### config.mk
export PLATFORM = sky130hd
export DESIGN_NAME = iaet_top
export DESIGN_NICKNAME = d
export VERILOG_FILES = /design/src/design/iaet_pkg.sv /design/src/design/iaet_rru.sv /design/src/design/iaet_top.sv
export SDC_FILE = /design/constraint.sdc
export NUM_CORES = 2
export LEC_CHECK = 0
export BUFFER_PORTS_ARGS = -buffer_cell sky130_fd_sc_hd__buf_2
export CAP_MARGIN = 20
export CORE_MARGIN = 2
export CORE_UTILIZATION = 25
export DETAILED_ROUTE_END_ITERATION = 8
export PLACE_DENSITY = 0.45
export SLEW_MARGIN = 20
export SYNTH_ARGS = -nofsm -noshare
export SYNTH_HDL_FRONTEND = slang
export SYNTH_SLANG_ARGS = --single-unit
### constraint.sdc
create_clock -name clk -period 177 [get_ports clk]
set_clock_uncertainty 0.2 [all_clocks]
set_input_delay 26.55 -clock clk [delete_from_list [all_inputs] [get_ports clk]]
set_output_delay 26.55 -clock clk [all_outputs]
set_load 0.02 [all_outputs]
### src/design/iaet_pkg.sv
// Purpose: shared constants and types for the interrupt and event transfer block
// Assumes: one 10 MHz clock, synchronous active-low reset
// Notes: node and channel counts are fixed, not parameters
package iaet_pkg;
   localparam int NODES = 96;
   localparam int NODE_W = 7;
   localparam int CHANS = 8;
   localparam int CH_W = 3;
   localparam int PRIO_W = 4;
   localparam int ADDR_W = 24;
   localparam int CNT_W = 8;
   localparam int EDGE_N = 4;
   localparam int SEL_BASE = 88;
   localparam int SEL_N = 4;
   localparam int SH_N = 8;
   localparam int SEL_W = 3;
   localparam int RRU_BASE = 92;
   localparam int TRAP_W = 3;
   localparam int LAT_W = 4;
   localparam int LAT_HIT = 7;
   localparam int LAT_MISS = 11;
   localparam logic [LAT_W-1:0] LAT_HIT_CNT = LAT_W'(LAT_HIT - 1);
   localparam logic [LAT_W-1:0] LAT_MISS_CNT = LAT_W'(LAT_MISS - 1);
   localparam logic [ADDR_W-1:0] STEP_BYTE = 24'h000001;
   localparam logic [ADDR_W-1:0] STEP_WORD = 24'h000002;
   localparam logic [ADDR_W-1:0] PTR_RST = 24'h000000;
   localparam logic [CNT_W-1:0] CNT_RST = 8'h00;
   localparam logic [1:0] GATE_OFF = 2'h0;
   localparam logic [1:0] GATE_ALL = 2'h1;
   localparam logic [1:0] GATE_MATCH = 2'h2;
   localparam logic [1:0] GATE_MISS = 2'h3;
   typedef enum logic [1:0] {ST_IDLE, ST_XFER, ST_RESP} iaet_state_e;
endpackage : iaet_pkg

### src/design/iaet_rru.sv
// Purpose: request routing unit: edge trigger logic, routing matrix, output gating
// Assumes: ext_in comes from pins, asynchronous to clk
// Notes: outputs are one-cycle request pulses
`timescale 1ns/10ps
module iaet_rru (
   input wire logic clk,
   input wire logic rstn,
   input wire logic [iaet_pkg::EDGE_N-1:0] ext_in,
   input wire logic [iaet_pkg::EDGE_N-1:0] edge_rise,
   input wire logic [iaet_pkg::EDGE_N-1:0] edge_fall,
   input wire logic [iaet_pkg::EDGE_N*iaet_pkg::EDGE_N-1:0] route,
   input wire logic [iaet_pkg::EDGE_N*iaet_pkg::EDGE_N-1:0] pat_sel,
   input wire logic [2*iaet_pkg::EDGE_N-1:0] gate_mode,
   output logic [iaet_pkg::EDGE_N-1:0] rru_req
);
   import iaet_pkg::*;
   logic [EDGE_N-1:0] s1_reg, s2_reg, s3_reg, req_reg, req_next, ev;

   // s1 feeds only s2; edges are taken between s2 and s3
   always_comb begin
      ev = (s2_reg & ~s3_reg & edge_rise) | (~s2_reg & s3_reg & edge_fall);
      for (int j = 0; j < EDGE_N; j++) begin
         logic hit, match, pass;
         hit = |(ev & route[j*EDGE_N +: EDGE_N]);
         match = &(s2_reg | ~pat_sel[j*EDGE_N +: EDGE_N]);
         unique case (gate_mode[2*j +: 2])
            GATE_OFF: pass = 1'b0;
            GATE_ALL: pass = 1'b1;
            GATE_MATCH: pass = match;
            GATE_MISS: pass = ~match;
         endcase
         req_next[j] = hit & pass;
      end
   end

   always_ff @(posedge clk) begin
      if (!rstn) begin
         s1_reg <= '0;
         s2_reg <= '0;
         s3_reg <= '0;
         req_reg <= '0;
      end else begin
         s1_reg <= ext_in;
         s2_reg <= s1_reg;
         s3_reg <= s2_reg;
         req_reg <= req_next;
      end
   end
   assign rru_req = req_reg;
endmodule : iaet_rru

### src/design/iaet_top.sv
// Purpose: interrupt nodes, priority arbitration, event transfer channels and trap entry
// Assumes: node sources, trap requests and CPU status share clk; config is held steady by software
// Notes: the memory bus performs the whole move in the single stolen cycle
`timescale 1ns/10ps
module iaet_top (
   input wire logic clk,
   input wire logic rstn,
   input wire logic [iaet_pkg::SEL_BASE-1:0] src_req,
   input wire logic [iaet_pkg::SH_N-1:0] sh_src,
   input wire logic [iaet_pkg::SEL_N*iaet_pkg::SEL_W-1:0] source_select_regs,
   input wire logic [iaet_pkg::EDGE_N-1:0] ext_in,
   input wire logic [iaet_pkg::EDGE_N-1:0] edge_rise,
   input wire logic [iaet_pkg::EDGE_N-1:0] edge_fall,
   input wire logic [iaet_pkg::EDGE_N*iaet_pkg::EDGE_N-1:0] route,
   input wire logic [iaet_pkg::EDGE_N*iaet_pkg::EDGE_N-1:0] pat_sel,
   input wire logic [2*iaet_pkg::EDGE_N-1:0] gate_mode,
   input wire logic [iaet_pkg::NODES-1:0] node_en,
   input wire logic [iaet_pkg::NODES*iaet_pkg::PRIO_W-1:0] node_prio,
   input wire logic [iaet_pkg::NODES-1:0] node_xfer,
   input wire logic [iaet_pkg::NODES*iaet_pkg::CH_W-1:0] node_ch,
   input wire logic [iaet_pkg::PRIO_W-1:0] cpu_prio,
   input wire logic jc_hit,
   input wire logic trap_req,
   input wire logic [iaet_pkg::TRAP_W-1:0] trap_id,
   input wire logic ch_load,
   input wire logic [iaet_pkg::CH_W-1:0] ch_sel,
   input wire logic [iaet_pkg::ADDR_W-1:0] ch_src_in,
   input wire logic [iaet_pkg::ADDR_W-1:0] ch_dst_in,
   input wire logic [iaet_pkg::CNT_W-1:0] ch_cnt_in,
   input wire logic [iaet_pkg::CHANS-1:0] ch_cont,
   input wire logic [iaet_pkg::CHANS-1:0] ch_inc_src,
   input wire logic [iaet_pkg::CHANS-1:0] ch_inc_dst,
   input wire logic [iaet_pkg::CHANS-1:0] ch_word,
   output logic [iaet_pkg::NODES-1:0] node_flag,
   output logic [iaet_pkg::CHANS-1:0] ch_zero,
   output logic cpu_suspend,
   output logic cpu_steal,
   output logic irq_branch,
   output logic irq_trap,
   output logic [iaet_pkg::NODE_W-1:0] irq_vec,
   output logic mem_move,
   output logic mem_word,
   output logic [iaet_pkg::ADDR_W-1:0] mem_src,
   output logic [iaet_pkg::ADDR_W-1:0] mem_dst
);
   import iaet_pkg::*;

   // lowest index wins a tie; floor is the CPU priority, so equal priority never preempts
   function automatic logic [NODE_W:0] iaet_pick(input logic [NODES-1:0] act,
         input logic [NODES*PRIO_W-1:0] pr, input logic [PRIO_W-1:0] floor);
      logic [PRIO_W-1:0] best;
      logic [NODE_W:0] res;
      best = floor;
      res = '0;
      for (int i = 0; i < NODES; i++) begin
         if (act[i] && pr[i*PRIO_W +: PRIO_W] > best) begin
            best = pr[i*PRIO_W +: PRIO_W];
            res = {1'b1, NODE_W'(i)};
         end
      end
      return res;
   endfunction : iaet_pick

   iaet_state_e state_reg, state_next;
   logic [NODES-1:0] flag_reg, flag_next, set_vec, clr;
   logic [LAT_W-1:0] lat_reg, lat_next;
   logic [NODE_W-1:0] vec_reg, vec_next;
   logic trap_reg, trap_next, trap_pend_reg, trap_pend_next;
   logic branch_reg, branch_next, move_reg, move_next;
   logic word_reg, word_next;
   logic [ADDR_W-1:0] msrc_reg, msrc_next, mdst_reg, mdst_next;
   logic [ADDR_W-1:0] src_reg [CHANS];
   logic [ADDR_W-1:0] src_next [CHANS];
   logic [ADDR_W-1:0] dst_reg [CHANS];
   logic [ADDR_W-1:0] dst_next [CHANS];
   logic [CNT_W-1:0] cnt_reg [CHANS];
   logic [CNT_W-1:0] cnt_next [CHANS];
   logic [EDGE_N-1:0] rru_req;
   logic [NODE_W:0] pick;
   logic found, wxfer, can_xfer, accept;
   logic [NODE_W-1:0] widx;
   logic [CH_W-1:0] wch;
   logic [CNT_W-1:0] cnt_win;
   logic [ADDR_W-1:0] src_win, step_win;
   logic [PRIO_W-1:0] wprio;

   iaet_rru u_rru (
      .clk(clk),
      .rstn(rstn),
      .ext_in(ext_in),
      .edge_rise(edge_rise),
      .edge_fall(edge_fall),
      .route(route),
      .pat_sel(pat_sel),
      .gate_mode(gate_mode),
      .rru_req(rru_req)
   );

   // node source map: dedicated, selected from the shared pool, routing unit
   assign set_vec[SEL_BASE-1:0] = src_req;
   generate
      for (genvar g = 0; g < SEL_N; g++) begin : g_sel
         assign set_vec[SEL_BASE+g] = sh_src[source_select_regs[g*SEL_W +: SEL_W]];
      end
      for (genvar g = 0; g < EDGE_N; g++) begin : g_rru
         assign set_vec[RRU_BASE+g] = rru_req[g];
      end
      for (genvar c = 0; c < CHANS; c++) begin : g_zero
         assign ch_zero[c] = (cnt_reg[c] == CNT_RST);
      end
   endgenerate

   assign pick = iaet_pick(flag_reg & node_en, node_prio, cpu_prio);
   assign found = pick[NODE_W];
   assign widx = pick[NODE_W-1:0];
   assign wch = node_ch[int'(widx)*CH_W +: CH_W];
   assign wprio = node_prio[int'(widx)*PRIO_W +: PRIO_W];
   assign wxfer = node_xfer[widx];
   assign cnt_win = cnt_reg[wch];
   assign src_win = src_reg[wch];
   assign step_win = ch_word[wch] ? STEP_WORD : STEP_BYTE;
   // an exhausted channel falls back to the standard interrupt of its source
   assign can_xfer = wxfer && (ch_cont[wch] || cnt_win != CNT_RST);
   assign accept = (state_reg == ST_IDLE) && !trap_pend_reg && found;

   always_comb begin
      state_next = state_reg;
      lat_next = lat_reg;
      vec_next = vec_reg;
      trap_next = trap_reg;
      trap_pend_next = trap_pend_reg | trap_req;
      branch_next = 1'b0;
      move_next = 1'b0;
      clr = '0;
      unique case (state_reg)
         ST_IDLE: begin
            if (trap_pend_reg) begin
               trap_pend_next = trap_req;
               trap_next = 1'b1;
               vec_next = {{(NODE_W-TRAP_W){1'b0}}, trap_id};
               lat_next = jc_hit ? LAT_HIT_CNT : LAT_MISS_CNT;
               state_next = ST_RESP;
            end else if (found) begin
               clr[widx] = 1'b1;
               trap_next = 1'b0;
               vec_next = widx;
               if (can_xfer) begin
                  move_next = 1'b1;
                  state_next = ST_XFER;
               end else begin
                  lat_next = jc_hit ? LAT_HIT_CNT : LAT_MISS_CNT;
                  state_next = ST_RESP;
               end
            end
         end
         ST_XFER: state_next = ST_IDLE;
         ST_RESP: begin
            if (lat_reg == '0) begin
               branch_next = 1'b1;
               state_next = ST_IDLE;
            end else begin
               lat_next = lat_reg - 1'b1;
            end
         end
      endcase
      // a new event in the clearing cycle keeps the flag set
      flag_next = (flag_reg & ~clr) | set_vec;
   end

   always_comb begin
      msrc_next = msrc_reg;
      mdst_next = mdst_reg;
      word_next = word_reg;
      src_next = src_reg;
      dst_next = dst_reg;
      cnt_next = cnt_reg;
      if (accept && can_xfer) begin
         msrc_next = src_reg[wch];
         mdst_next = dst_reg[wch];
         word_next = ch_word[wch];
         if (ch_inc_src[wch]) src_next[wch] = src_reg[wch] + step_win;
         if (ch_inc_dst[wch]) dst_next[wch] = dst_reg[wch] + step_win;
         if (!ch_cont[wch]) cnt_next[wch] = cnt_reg[wch] - 1'b1;
      end
      // a software reload wins over a transfer on the same channel
      if (ch_load) begin
         src_next[ch_sel] = ch_src_in;
         dst_next[ch_sel] = ch_dst_in;
         cnt_next[ch_sel] = ch_cnt_in;
      end
   end

   always_ff @(posedge clk) begin
      if (!rstn) begin
         state_reg <= ST_IDLE;
         flag_reg <= '0;
         lat_reg <= '0;
         vec_reg <= '0;
         trap_reg <= 1'b0;
         trap_pend_reg <= 1'b0;
         branch_reg <= 1'b0;
         move_reg <= 1'b0;
         word_reg <= 1'b0;
         msrc_reg <= PTR_RST;
         mdst_reg <= PTR_RST;
         for (int c = 0; c < CHANS; c++) begin
            src_reg[c] <= PTR_RST;
            dst_reg[c] <= PTR_RST;
            cnt_reg[c] <= CNT_RST;
         end
      end else begin
         state_reg <= state_next;
         flag_reg <= flag_next;
         lat_reg <= lat_next;
         vec_reg <= vec_next;
         trap_reg <= trap_next;
         trap_pend_reg <= trap_pend_next;
         branch_reg <= branch_next;
         move_reg <= move_next;
         word_reg <= word_next;
         msrc_reg <= msrc_next;
         mdst_reg <= mdst_next;
         src_reg <= src_next;
         dst_reg <= dst_next;
         cnt_reg <= cnt_next;
      end
   end

   assign node_flag = flag_reg;
   assign cpu_suspend = (state_reg == ST_RESP);
   assign cpu_steal = (state_reg == ST_XFER);
   assign irq_branch = branch_reg;
   assign irq_trap = trap_reg;
   assign irq_vec = vec_reg;
   assign mem_move = move_reg;
   assign mem_word = word_reg;
   assign mem_src = msrc_reg;
   assign mem_dst = mdst_reg;
endmodule : iaet_top

==> run metrics <==
placed cells ~13000; vias in the first global route between 70000 and 80000; CP arrival 169880 ps; Initial Utilization around 25%; cells on worst reg2reg path between 600 and 700; commonest cells after routing, fill and taps aside buf_2 (1290), nand2_1 (1089), nor2_1 (708); Synth top area share 19.09%; Post-synth EDFFs 0; final WL between 400000 and 500000 µm; CP endpoint src_reg[157]$_SDFF_PN0_; ys async rst share 0%; DR iter-0 viols 8776; Avg Vias per Cell about 5.8; Layout Nets 10749; Non-Filler Instances around 13000; DRC 0; I/O Buffers ~1300; Core Area 0.2618 mm²; Synth area leaders dfxtp_1 (19%), nand2_1 (6.3%), nor2_1 (4.2%), a21oi_1 (4.0%), ha_1 (4.0%); total grt overflow 0; cell area after synthesis 0.06564 mm²; max-cap check violation count 0; initial antenna violation count 325; die area 0.2667 mm²; Syn Nets 9419; total global-route track usage about a third; Final Cycle Share 95.72%; CP most frequent cell ha_1; Hold Vio Cnt, Final 0; status complete, no violations; TritonCTS Sinks 626; H-tree level count 3; Worst setup SP type primary input; FP Rows 188; Crit path largest cell delay 1000 ps; Final Critical Period 169430 ps; Num CTS Buffers 88; fmax 5.902 MHz; post-synthesis sequential area ratio 19.09%; most common cell after layout, fill and taps aside buf_2; Hold Path Class reg2reg; Layout area overhead 22.63%; wire length of the first global-routing pass 608200 µm; CP required 177450 ps; CTS Buffer Depth 3; flop2flop setup slack 33540 ps; Crit Path Max Fanout 26; antenna-violating nets left 0; area leader, netlist dfxtp_1; CTS tree yes; Die H 516.4 µm; slowest stage cell, crit path a21oi_4; WS Path Type in2reg; reg-to-reg startpoint node_flag[0]$_SDFF_PN0_; reg-to-reg endpoint src_reg[157]$_SDFF_PN0_; Most used DFF post-synth dfxtp_1; synthesized instance count 8081; Final setup viols 0; mean post-synth cell area 8.122 µm²; dpl hpwl 368100 µm; CP startpoint cpu_prio[1]; GP Congestion 1.079; Cell variety after synth 211; share of cells above drive strength 1 a little over a third; drt pass-1 iters 9; Yosys reg bits about 630; Die X 516.4 µm; Tightest Pin Transition ~1200 ps; wire length per cell 35.22 µm; via count about 77000; fin. max-slew vios 0; clock slew at reported path FFs around 60 ps; Ys Warns 0; clock latency on the worst-skew pair 770 ps; pin count of the biggest net entering global routing about 110; max_slew headroom 19.70%; root buf cell clkbuf_16; Worst Setup End Kind register; # hold bufs at CTS 0; IO Count 1292
-- through the flow --
| step | setup TNS, ps | setup WS (ps) | cell area, µm² | hold WS (ps) | utilization [%] |
|---|---|---|---|---|---|
| after global placement | -954190 | -2799 | 73050 | 222.7 | 27.90 |
| after floorplan | 0 | 12310 | 65640 | 211.9 | - |
| after detailed placement | -2232370 | -5329 | 73140 | 226.9 | 27.94 |
| after global routing | -202870 | -612.7 | 80210 | 254.1 | 30.64 |
| after CTS | 0 | 125.2 | 76790 | 223.4 | 29.33 |
| final | 0 | 7567 | 80490 | 226.6 | 30.74 |
-- cell families (layout without fill, tap and decap cells) --
| family | Yosys count | count (layout) | synth area share (%) |
|---|---|---|---|
| adder cells (fa/ha/maj) | 223 | 223 | 4.238 |
| flip-flops | 626 | 626 | 19.09 |
| multiplexers | 432 | 432 | 7.560 |
| other | 0 | 250 | 0 |
| AND/OR/NAND/NOR | 3064 | 3067 | 24.07 |
| AO/OA/AOI/OAI | 2747 | 2748 | 32.47 |
| XOR/XNOR | 163 | 163 | 2.318 |
| buffers and inverters | 826 | 2220 | 10.24 |
-- cell usage after synthesis, types with 30 or more instances --
cell,number
nand3_1,265
a22oi_1,43
and2_2,65
o211ai_1,104
a211o_1,35
o21ai_0,462
a21oi_2,162
mux2_2,91
and2_1,34
dfxtp_1,626
nor2_2,55
o21ai_1,83
nor2_1,731
a311oi_1,52
o21a_1,34
a32oi_1,36
nand2_1,1101
and3_2,35
buf_12,41
buf_6,121
o2111ai_1,30
a221oi_1,34
o32ai_1,94
a21oi_1,529
nand4_1,105
xor2_1,50
ha_1,209
a211oi_1,74
a31oi_1,127
o31ai_1,32
buf_8,30
nor3_1,90
a21o_1,46
o211a_1,37
clkbuf_8,114
nor4_1,36
and3_1,30
mux2i_1,258
inv_1,353
o22ai_1,53
o221ai_1,36
xnor2_1,102
clkbuf_1,53
-- final cells by class --
type                            instances  area (µm²)
Tap cell                             3515        4398
Fill cell                           28409      181300
Antenna cell                          250       625.6
Sequential cell                       626       12530
Timing Repair Buffer                 1707       10150
Clock buffer                          127        2590
Clock inverter                         31       411.6
Multi-Input combinational cell       6633       48440
Inverter                              355        1340
-- worst max-delay path, delay by kind of cell --
kind / cells / cell delay, ps
fa+ha+maj: 100 / 28380
buf+inv: 34 / 3940
simple gates: 185 / 32920
xor+xnor: 1 / 190
compound gates: 312 / 60070
mux: 60 / 17590
-- what timing repair did --
| action | in CTS | in global routing |
|---|---|---|
| pin swaps | 16 | 112 |
| gates resized for setup | 73 | 349 |
| endpoints found under the setup margin | 504 | 608 |
| gates cloned | 2 | 7 |
| endpoints found under the hold margin | 0 | 0 |
| buffers inserted | 29 | 145 |
-- per-layer routing --
layer,up-vias,track usage (%),wire length [µm]
li1,33154,-,-
met2,4633,51.46,204800
met1,37517,39.66,180000
met5,-,0,570
met4,92,22.25,35790
met3,1133,8.163,45310
-- worst min-delay path by stage --
stage,start,end,slack (ps),depth (start not counted)
finish,u_rru.rru_req[2]$_SDFF_PN0_,node_flag[94]$_SDFF_PN0_,230,2
global route,u_rru.s1_reg[0]$_SDFF_PN0_,u_rru.s2_reg[0]$_SDFF_PN0_,250,1
CTS,u_rru.rru_req[2]$_SDFF_PN0_,node_flag[94]$_SDFF_PN0_,220,2
detailed placement,u_rru.rru_req[3]$_SDFF_PN0_,node_flag[95]$_SDFF_PN0_,230,2
global placement,u_rru.rru_req[3]$_SDFF_PN0_,node_flag[95]$_SDFF_PN0_,220,2
floorplan,u_rru.s1_reg[0]$_SDFF_PN0_,u_rru.s2_reg[0]$_SDFF_PN0_,210,1
Power is left out: the tool's default activity adds up to more than one toggle a clock period on the data nets, which glitch-free logic cannot reach.
